<file path="config.mk">
export PLATFORM = sky130hd
export DESIGN_NAME = srmc_ctrl
export DESIGN_NICKNAME = d
export VERILOG_FILES = /design/src/srmc_pkg.sv /design/src/srmc_tick_if.sv /design/src/srmc_timer.sv /design/src/srmc_ctrl.sv
export SDC_FILE = /design/constraint.sdc
export NUM_CORES = 1
export LEC_CHECK = 0
export BUFFER_PORTS_ARGS = -buffer_cell sky130_fd_sc_hd__buf_2
export CAP_MARGIN = 15
export CELL_PAD_IN_SITES_DETAIL_PLACEMENT = 1
export CELL_PAD_IN_SITES_GLOBAL_PLACEMENT = 1
export CORE_MARGIN = 1
export CORE_UTILIZATION = 25
export DETAILED_ROUTE_END_ITERATION = 10
export PLACE_DENSITY_LB_ADDON = 0.15
export SLEW_MARGIN = 20
export SYNTH_ARGS = -nofsm -noshare
export SYNTH_HDL_FRONTEND = slang
export SYNTH_SLANG_ARGS = --single-unit
</file>
<file path="constraint.sdc">
create_clock -name core_clk -period 4.7 [get_ports core_clk]
set_clock_uncertainty 0.05 [all_clocks]
set_input_delay 0.94 -clock core_clk [delete_from_list [all_inputs] [get_ports core_clk]]
set_output_delay 0.94 -clock core_clk [all_outputs]
set_load 0.01 [all_outputs]
</file>
<file path="src/srmc_pkg.sv">
// srmc_pkg: constants and types for the static memory controller
// assumes a 20 MHz core clock and the slower speed grade timing
package srmc_pkg;
  localparam int ADDR_W = 13;
  localparam int DATA_W = 8;
  localparam int CLK_PERIOD_NS = 50;
  // least times, slower grade, in ns
  localparam int T_CYCLE_NS = 100;
  localparam int T_WP_NS = 60;
  localparam int T_AW_NS = 80;
  localparam int T_DW_NS = 40;
  localparam int T_WHZ_NS = 35;
  localparam int T_AA_NS = 100;
  localparam int T_OHZ_NS = 35;
  localparam int T_RECOVER_NS = 100;
  // counts, least times rounded up
  localparam int CYC_CYCLE = (T_CYCLE_NS + CLK_PERIOD_NS - 1) / CLK_PERIOD_NS;
  localparam int WP_RAW = (T_WP_NS > T_AW_NS) ? T_WP_NS : T_AW_NS;
  localparam int WP_OE_LOW = T_WHZ_NS + T_DW_NS;
  localparam int WP_NS = (WP_RAW > WP_OE_LOW) ? WP_RAW : WP_OE_LOW;
  localparam int CYC_WRITE = (WP_NS + CLK_PERIOD_NS - 1) / CLK_PERIOD_NS;
  localparam int CYC_READ = (T_AA_NS + CLK_PERIOD_NS - 1) / CLK_PERIOD_NS;
  localparam int CYC_TURN = (T_OHZ_NS + CLK_PERIOD_NS - 1) / CLK_PERIOD_NS;
  localparam int CYC_RECOVER = (T_RECOVER_NS + CLK_PERIOD_NS - 1) / CLK_PERIOD_NS;
  localparam int CNT_W = 4;
  localparam logic [CNT_W-1:0] CNT_ZERO = 4'h0;
  localparam logic [CNT_W-1:0] CNT_ONE = 4'h1;
  localparam logic [ADDR_W-1:0] ADDR_RST = 13'h0000;
  localparam logic [DATA_W-1:0] DATA_RST = 8'h00;

  typedef enum logic [2:0] {
    SRMC_IDLE = 3'b000,
    SRMC_RD = 3'b001,
    SRMC_WR = 3'b010,
    SRMC_GAP = 3'b011,
    SRMC_TURN = 3'b100,
    SRMC_RET = 3'b101,
    SRMC_WAKE = 3'b110
  } srmc_state_e;
endpackage

</file>
<file path="src/srmc_tick_if.sv">
// srmc_tick_if: load and expiry of the phase down counter
// assumes one clock domain shared by both ends
`timescale 1ns/1ns
interface srmc_tick_if;
  import srmc_pkg::*;
  logic load;
  logic [CNT_W-1:0] value;
  logic done;
  modport owner (output load, output value, input done);
  modport timer (input load, input value, output done);
endinterface

</file>
<file path="src/srmc_timer.sv">
// srmc_timer: phase down counter, done while at zero
// assumes load is a one-cycle request from the sequencer
`timescale 1ns/1ns
module srmc_timer
  import srmc_pkg::*;
(
  input wire logic core_clk,
  input wire logic rst,
  srmc_tick_if.timer tick
);
  typedef struct packed {
    logic [CNT_W-1:0] cnt;
  } srmc_tmr_s;
  srmc_tmr_s cur_ff;
  srmc_tmr_s nxt_cur;

  // reload wins over counting down
  always_comb begin
    nxt_cur = cur_ff;
    if (tick.load) begin
      nxt_cur.cnt = tick.value;
    end else if (cur_ff.cnt != CNT_ZERO) begin
      nxt_cur.cnt = cur_ff.cnt - CNT_ONE;
    end
  end

  always_ff @(posedge core_clk or posedge rst) begin
    if (rst) begin
      cur_ff <= '{cnt: CNT_ZERO};
    end else begin
      cur_ff <= nxt_cur;
    end
  end

  // done must not look at load: the sequencer loads on done, which would close a loop
  assign tick.done = (cur_ff.cnt == CNT_ZERO);
endmodule

</file>
<file path="src/srmc_ctrl.sv">
// srmc_ctrl: host controller for an 8k x 8 asynchronous static memory
// assumes memory pins are registered here and the board adds no skew
`timescale 1ns/1ns
module srmc_ctrl
  import srmc_pkg::*;
(
  input wire logic core_clk,
  input wire logic rst,
  input wire logic req_valid,
  input wire logic req_write,
  input wire logic [ADDR_W-1:0] req_addr,
  input wire logic [DATA_W-1:0] req_wdata,
  output logic req_ready,
  output logic [DATA_W-1:0] rsp_rdata,
  output logic rsp_valid,
  input wire logic retain_req,
  output logic retain_active,
  output logic [ADDR_W-1:0] word_address,
  output logic select_active_low_n,
  output logic select_active_high,
  output logic write_strobe_n,
  output logic output_enable_n,
  output logic [DATA_W-1:0] shared_data_bus_out,
  output logic shared_data_bus_oe_n,
  input wire logic [DATA_W-1:0] shared_data_bus_in
);
  typedef struct packed {
    srmc_state_e st;
    logic [ADDR_W-1:0] addr;
    logic [DATA_W-1:0] wdata;
    logic [DATA_W-1:0] rdata;
    logic rvalid;
    logic sel;
    logic we;
    logic oe;
    logic drive;
  } srmc_ctl_s;

  srmc_ctl_s cur_ff;
  srmc_ctl_s nxt_cur;
  srmc_tick_if tick ();

  srmc_timer u_timer (
    .core_clk(core_clk),
    .rst(rst),
    .tick(tick.timer)
  );

  //////////////////////////////////////////////////////////////////////////////
  // sequencer: one access per phase, timer paces each phase
  always_comb begin
    nxt_cur = cur_ff;
    nxt_cur.rvalid = 1'b0;
    tick.load = 1'b0;
    tick.value = CNT_ZERO;
    case (cur_ff.st)
      SRMC_IDLE: begin
        if (retain_req) begin
          // deselect before supply drop, zero delay needed
          nxt_cur.sel = 1'b0;
          nxt_cur.st = SRMC_RET;
        end else if (req_valid) begin
          // address and data settle with the selects, window opens at once
          nxt_cur.addr = req_addr;
          nxt_cur.sel = 1'b1;
          tick.load = 1'b1;
          if (req_write) begin
            nxt_cur.wdata = req_wdata;
            nxt_cur.we = 1'b1;
            nxt_cur.drive = 1'b1;
            // oe stays high in writes, so the memory is never driving
            nxt_cur.oe = 1'b0;
            tick.value = CNT_W'(CYC_WRITE - 1);
            nxt_cur.st = SRMC_WR;
          end else begin
            nxt_cur.oe = 1'b1;
            tick.value = CNT_W'(CYC_READ - 1);
            nxt_cur.st = SRMC_RD;
          end
        end
      end
      SRMC_RD: begin
        if (tick.done) begin
          // sample after full access time, data still held on release
          nxt_cur.rdata = shared_data_bus_in;
          nxt_cur.rvalid = 1'b1;
          nxt_cur.oe = 1'b0;
          nxt_cur.sel = 1'b0;
          tick.load = 1'b1;
          tick.value = CNT_W'(CYC_TURN - 1);
          nxt_cur.st = SRMC_TURN;
        end
      end
      SRMC_WR: begin
        if (tick.done) begin
          // strobe ends window; address held, data bus released on this same edge
          nxt_cur.we = 1'b0;
          nxt_cur.sel = 1'b0;
          nxt_cur.drive = 1'b0;
          tick.load = 1'b1;
          tick.value = CNT_W'(CYC_CYCLE - 1);
          nxt_cur.st = SRMC_GAP;
        end
      end
      SRMC_TURN: begin
        // waits the bus release time only, one cycle; the read access already spans the cycle time
        if (tick.done) begin
          nxt_cur.st = SRMC_IDLE;
        end
      end
      SRMC_GAP: begin
        if (tick.done) begin
          nxt_cur.st = SRMC_IDLE;
        end
      end
      SRMC_RET: begin
        // selects held at firm levels, nothing driven on data
        if (!retain_req) begin
          tick.load = 1'b1;
          tick.value = CNT_W'(CYC_RECOVER - 1);
          nxt_cur.st = SRMC_WAKE;
        end
      end
      SRMC_WAKE: begin
        if (tick.done) begin
          nxt_cur.st = SRMC_IDLE;
        end
      end
      default: begin
        nxt_cur.st = SRMC_IDLE;
      end
    endcase
  end

  always_ff @(posedge core_clk or posedge rst) begin
    if (rst) begin
      cur_ff <= '{st: SRMC_IDLE, addr: ADDR_RST, wdata: DATA_RST, rdata: DATA_RST,
                  rvalid: 1'b0, sel: 1'b0, we: 1'b0, oe: 1'b0, drive: 1'b0};
    end else begin
      cur_ff <= nxt_cur;
    end
  end

  //////////////////////////////////////////////////////////////////////////////
  // pins straight from flops, so no glitches reach the memory
  assign word_address = cur_ff.addr;
  assign select_active_low_n = !cur_ff.sel;
  assign select_active_high = cur_ff.sel;
  assign write_strobe_n = !cur_ff.we;
  assign output_enable_n = !cur_ff.oe;
  assign shared_data_bus_out = cur_ff.wdata;
  assign shared_data_bus_oe_n = !cur_ff.drive;
  assign rsp_rdata = cur_ff.rdata;
  assign rsp_valid = cur_ff.rvalid;
  assign retain_active = (cur_ff.st == SRMC_RET);
  assign req_ready = (cur_ff.st == SRMC_IDLE) && !retain_req;
endmodule

</file>
==> results.ini <==
[clock_network]
cts_setup_buffers = 0
numClockSinks = 40
htree_levels = 2
numCtsBuffers = 5
cts_tree = built
cts_hold_buf = 0
post_cts_resize_count = 0
clockRootBuffer = clkbuf_8
clock_path_buffers = 2
clk_pin_slew_ps = 80
clk_latency_ps = 290

[place]
dp_cells = 304
dp_worst_setup_slack_ps = 1910
io_buffers = 70
placed_area_sq_um = 2230
post-dp-hpwl_mm = 2.87
gp_congestion = 0.724

[power]
p_total_mw = 1.49
powerDensity_nw_per_um2 = 642
ir_worst_vdd_mv = 0.165
total_leakage_power_nw = 1.16

[global_routing]
grt-ovfl-total = 0
antenna_found_initial = 0
grt_max_degree = 41
grt_use_total_pct = 10.0
grt_pass1_wl_mm = 6.51
grt_pass1_vias = 1308

[route]
drc = 0
vias_per_cell = 4.17
ant_nets = 0
wl_per_cell_um = 12.7
wl_mm = 3.98
dr.pass1.iters = 3
drt_iter0_drc = 13
routed-via-count = 1301

[critical_path]
crit_end = req_ready
required_ps = 3710
max_stage_delay_ps = 530
cp_max_fo = 8
critPathTopFamily = simple AND/OR/NAND/NOR gates
cp.arrival_ps = 1810
r2r_setup_slack_ps = 2440
path_class = input port to output port
rr_endpoint = rsp_rdata[0]
crit_path_end_kind = output port
r2r_start = u_timer.cur_ff[0]
startpoint_type = input port
cpMaxStageDelayCell = or4_4
r2r_cells = 5
worst_path_most_repeated_cell = buf_2
path_buf_inv = 3
worstPathCellList = buf_2, or4_4, inv_2, buf_2
crit_cells = 4
crit_start = retain_req

[yosys]
avgSynthCellArea_sq_um = 12.1
ys_seq_elements = 40
yosysTopAreaCellShare_pct = 49.5
ys_types = 33
synth_cells = 167
yosys_warnings = 0
yosysSeqAreaShare_pct = 49.5
syn-num-nets = 203
yosys.area.top_type = dfrtp_1
syn-cell-area_sq_um = 2020
synth.area.top_cells = dfrtp_1 49%, mux2_2 12%, buf_4 11%

[layout]
n_fill_cell = 912
diodes = 0
syn_to_final_growth_pct = 15.0
layout-drive-gt1-share_pct = 54.3
utilization_pct = 29.9
fin_cells = 312
nets = 245
fin_area_sq_um = 2330

[timing]
setup_viol = 0
slew_headroom_pct = 59.3
fmax_mhz = 357
slew_viol_final = 0
hold_slack_ps = 454
min_period_ps = 2800
worstMarginPinSlew_ps = 607
finalCritPeriodShare_pct = 59.6
hold_viol_final = 0
finalSetupTns_ps = 0
finalWorstSetupSlack_ps = 1900
rsz0062_at_grt = false

[outcome]
status = complete, no violations

[floorplanning]
rows = 32
die_h_um = 92.0
die_x_um = 92.0
io_pins = 71
die-area_sq_um = 8460
core_sq_um = 7770
start_util_pct = 26.0

[flow_run]
cap_violations = 0

[min_path]
min_path_type = flop to flop

registers in the layout (all words and copies together) (netlist names):
name / count
select_active_high: 1
cur_ff: 5
rsp_valid: 1
u_timer.cur_ff: 4
shared_data_bus_out: 8
rsp_rdata: 8
word_address: 13
metal layers:
metal	routed length, um	GRT usage [%]	vias up
met5	0	0	-
met3	238	2.82	7
met2	1770	14.6	46
li1	-	-	618
met4	70	4.30	0
met1	1900	13.8	630
synth_stat cells:
master	n
o211ai_1	1
buf_4	30
or4_4	1
mux2_2	22
a31oi_1	1
inv_2	1
xor2_1	1
a22oi_1	2
nor3_1	5
a21o_1	1
xnor2_1	1
nand2_1	6
inv_1	7
nand2_8	1
ha_1	2
buf_6	2
a21oi_1	5
mux2_4	8
o31a_1	1
buf_12	1
buf_2	1
and2_1	2
dfrtp_1	40
o22a_1	1
and2_4	1
clkbuf_1	2
or3_1	1
nor2_1	7
nor3b_2	1
o32ai_1	2
nor2b_1	4
o21ai_0	5
o32a_1	1
worst min path at each step:
stage	startpoint	endpoint	slack [ps]	cells after the start
after detailed placement	rsp_rdata[6]	rsp_rdata[6]	440	1
after global placement	word_address[4]	word_address[4]	440	1
after CTS	rsp_rdata[6]	rsp_rdata[6]	460	1
final	rsp_rdata[6]	rsp_rdata[6]	450	1
after global routing	rsp_rdata[6]	rsp_rdata[6]	470	1
after floorplan	cur_ff[0]	cur_ff[0]	420	2
cells in the final DEF, fill, tap and decap left out, types with 2 or more instances in the layout:
cell and n:
a21oi_1 5, a22oi_1 2, and2_1 2, buf_2 70
clkbuf_8 6, clkinvlp_4 2, dfrtp_1 40, ha_1 2
inv_1 6, mux2_2 22, mux2_4 8, nand2_1 6
nor2_1 7, nor2b_1 4, nor3_1 5, o21ai_0 5
o32ai_1 2
area by class of cell:
cell class	instances	area (sq um)	share of cell area, %
Clock buffer	6	82.6	3.55
Tap cell	102	128	5.49
Clock inverter	2	15.0	0.646
Inverter	8	30.0	1.29
Timing Repair Buffer	71	358	15.4
Sequential cell	40	1000	43.0
Multi-Input combinational cell	83	712	30.6
where the power goes:
part | leakage, nW | internal [mW] | total, mW | switching, mW
Sequential | 0.490 | 0.504 | 0.614 | 0.110
Combinational | 0.626 | 0.336 | 0.636 | 0.300
Clock | 0.0434 | 0.119 | 0.243 | 0.124
logic make-up (layout without fill, tap and decap cells):
kind of cell | count (synthesis) | count (layout) | synth area share, %
and+or+nand+nor | 29 | 29 | 8.41
DFF | 40 | 40 | 49.5
muxes | 30 | 30 | 18.2
buffers and inverters | 44 | 87 | 15.3
xor gates and xnor gates | 2 | 2 | 0.866
AOI/OAI and AO/OA | 20 | 20 | 6.49
adders and majority gates | 2 | 2 | 1.24
Power figures use the tool's default switching activity.
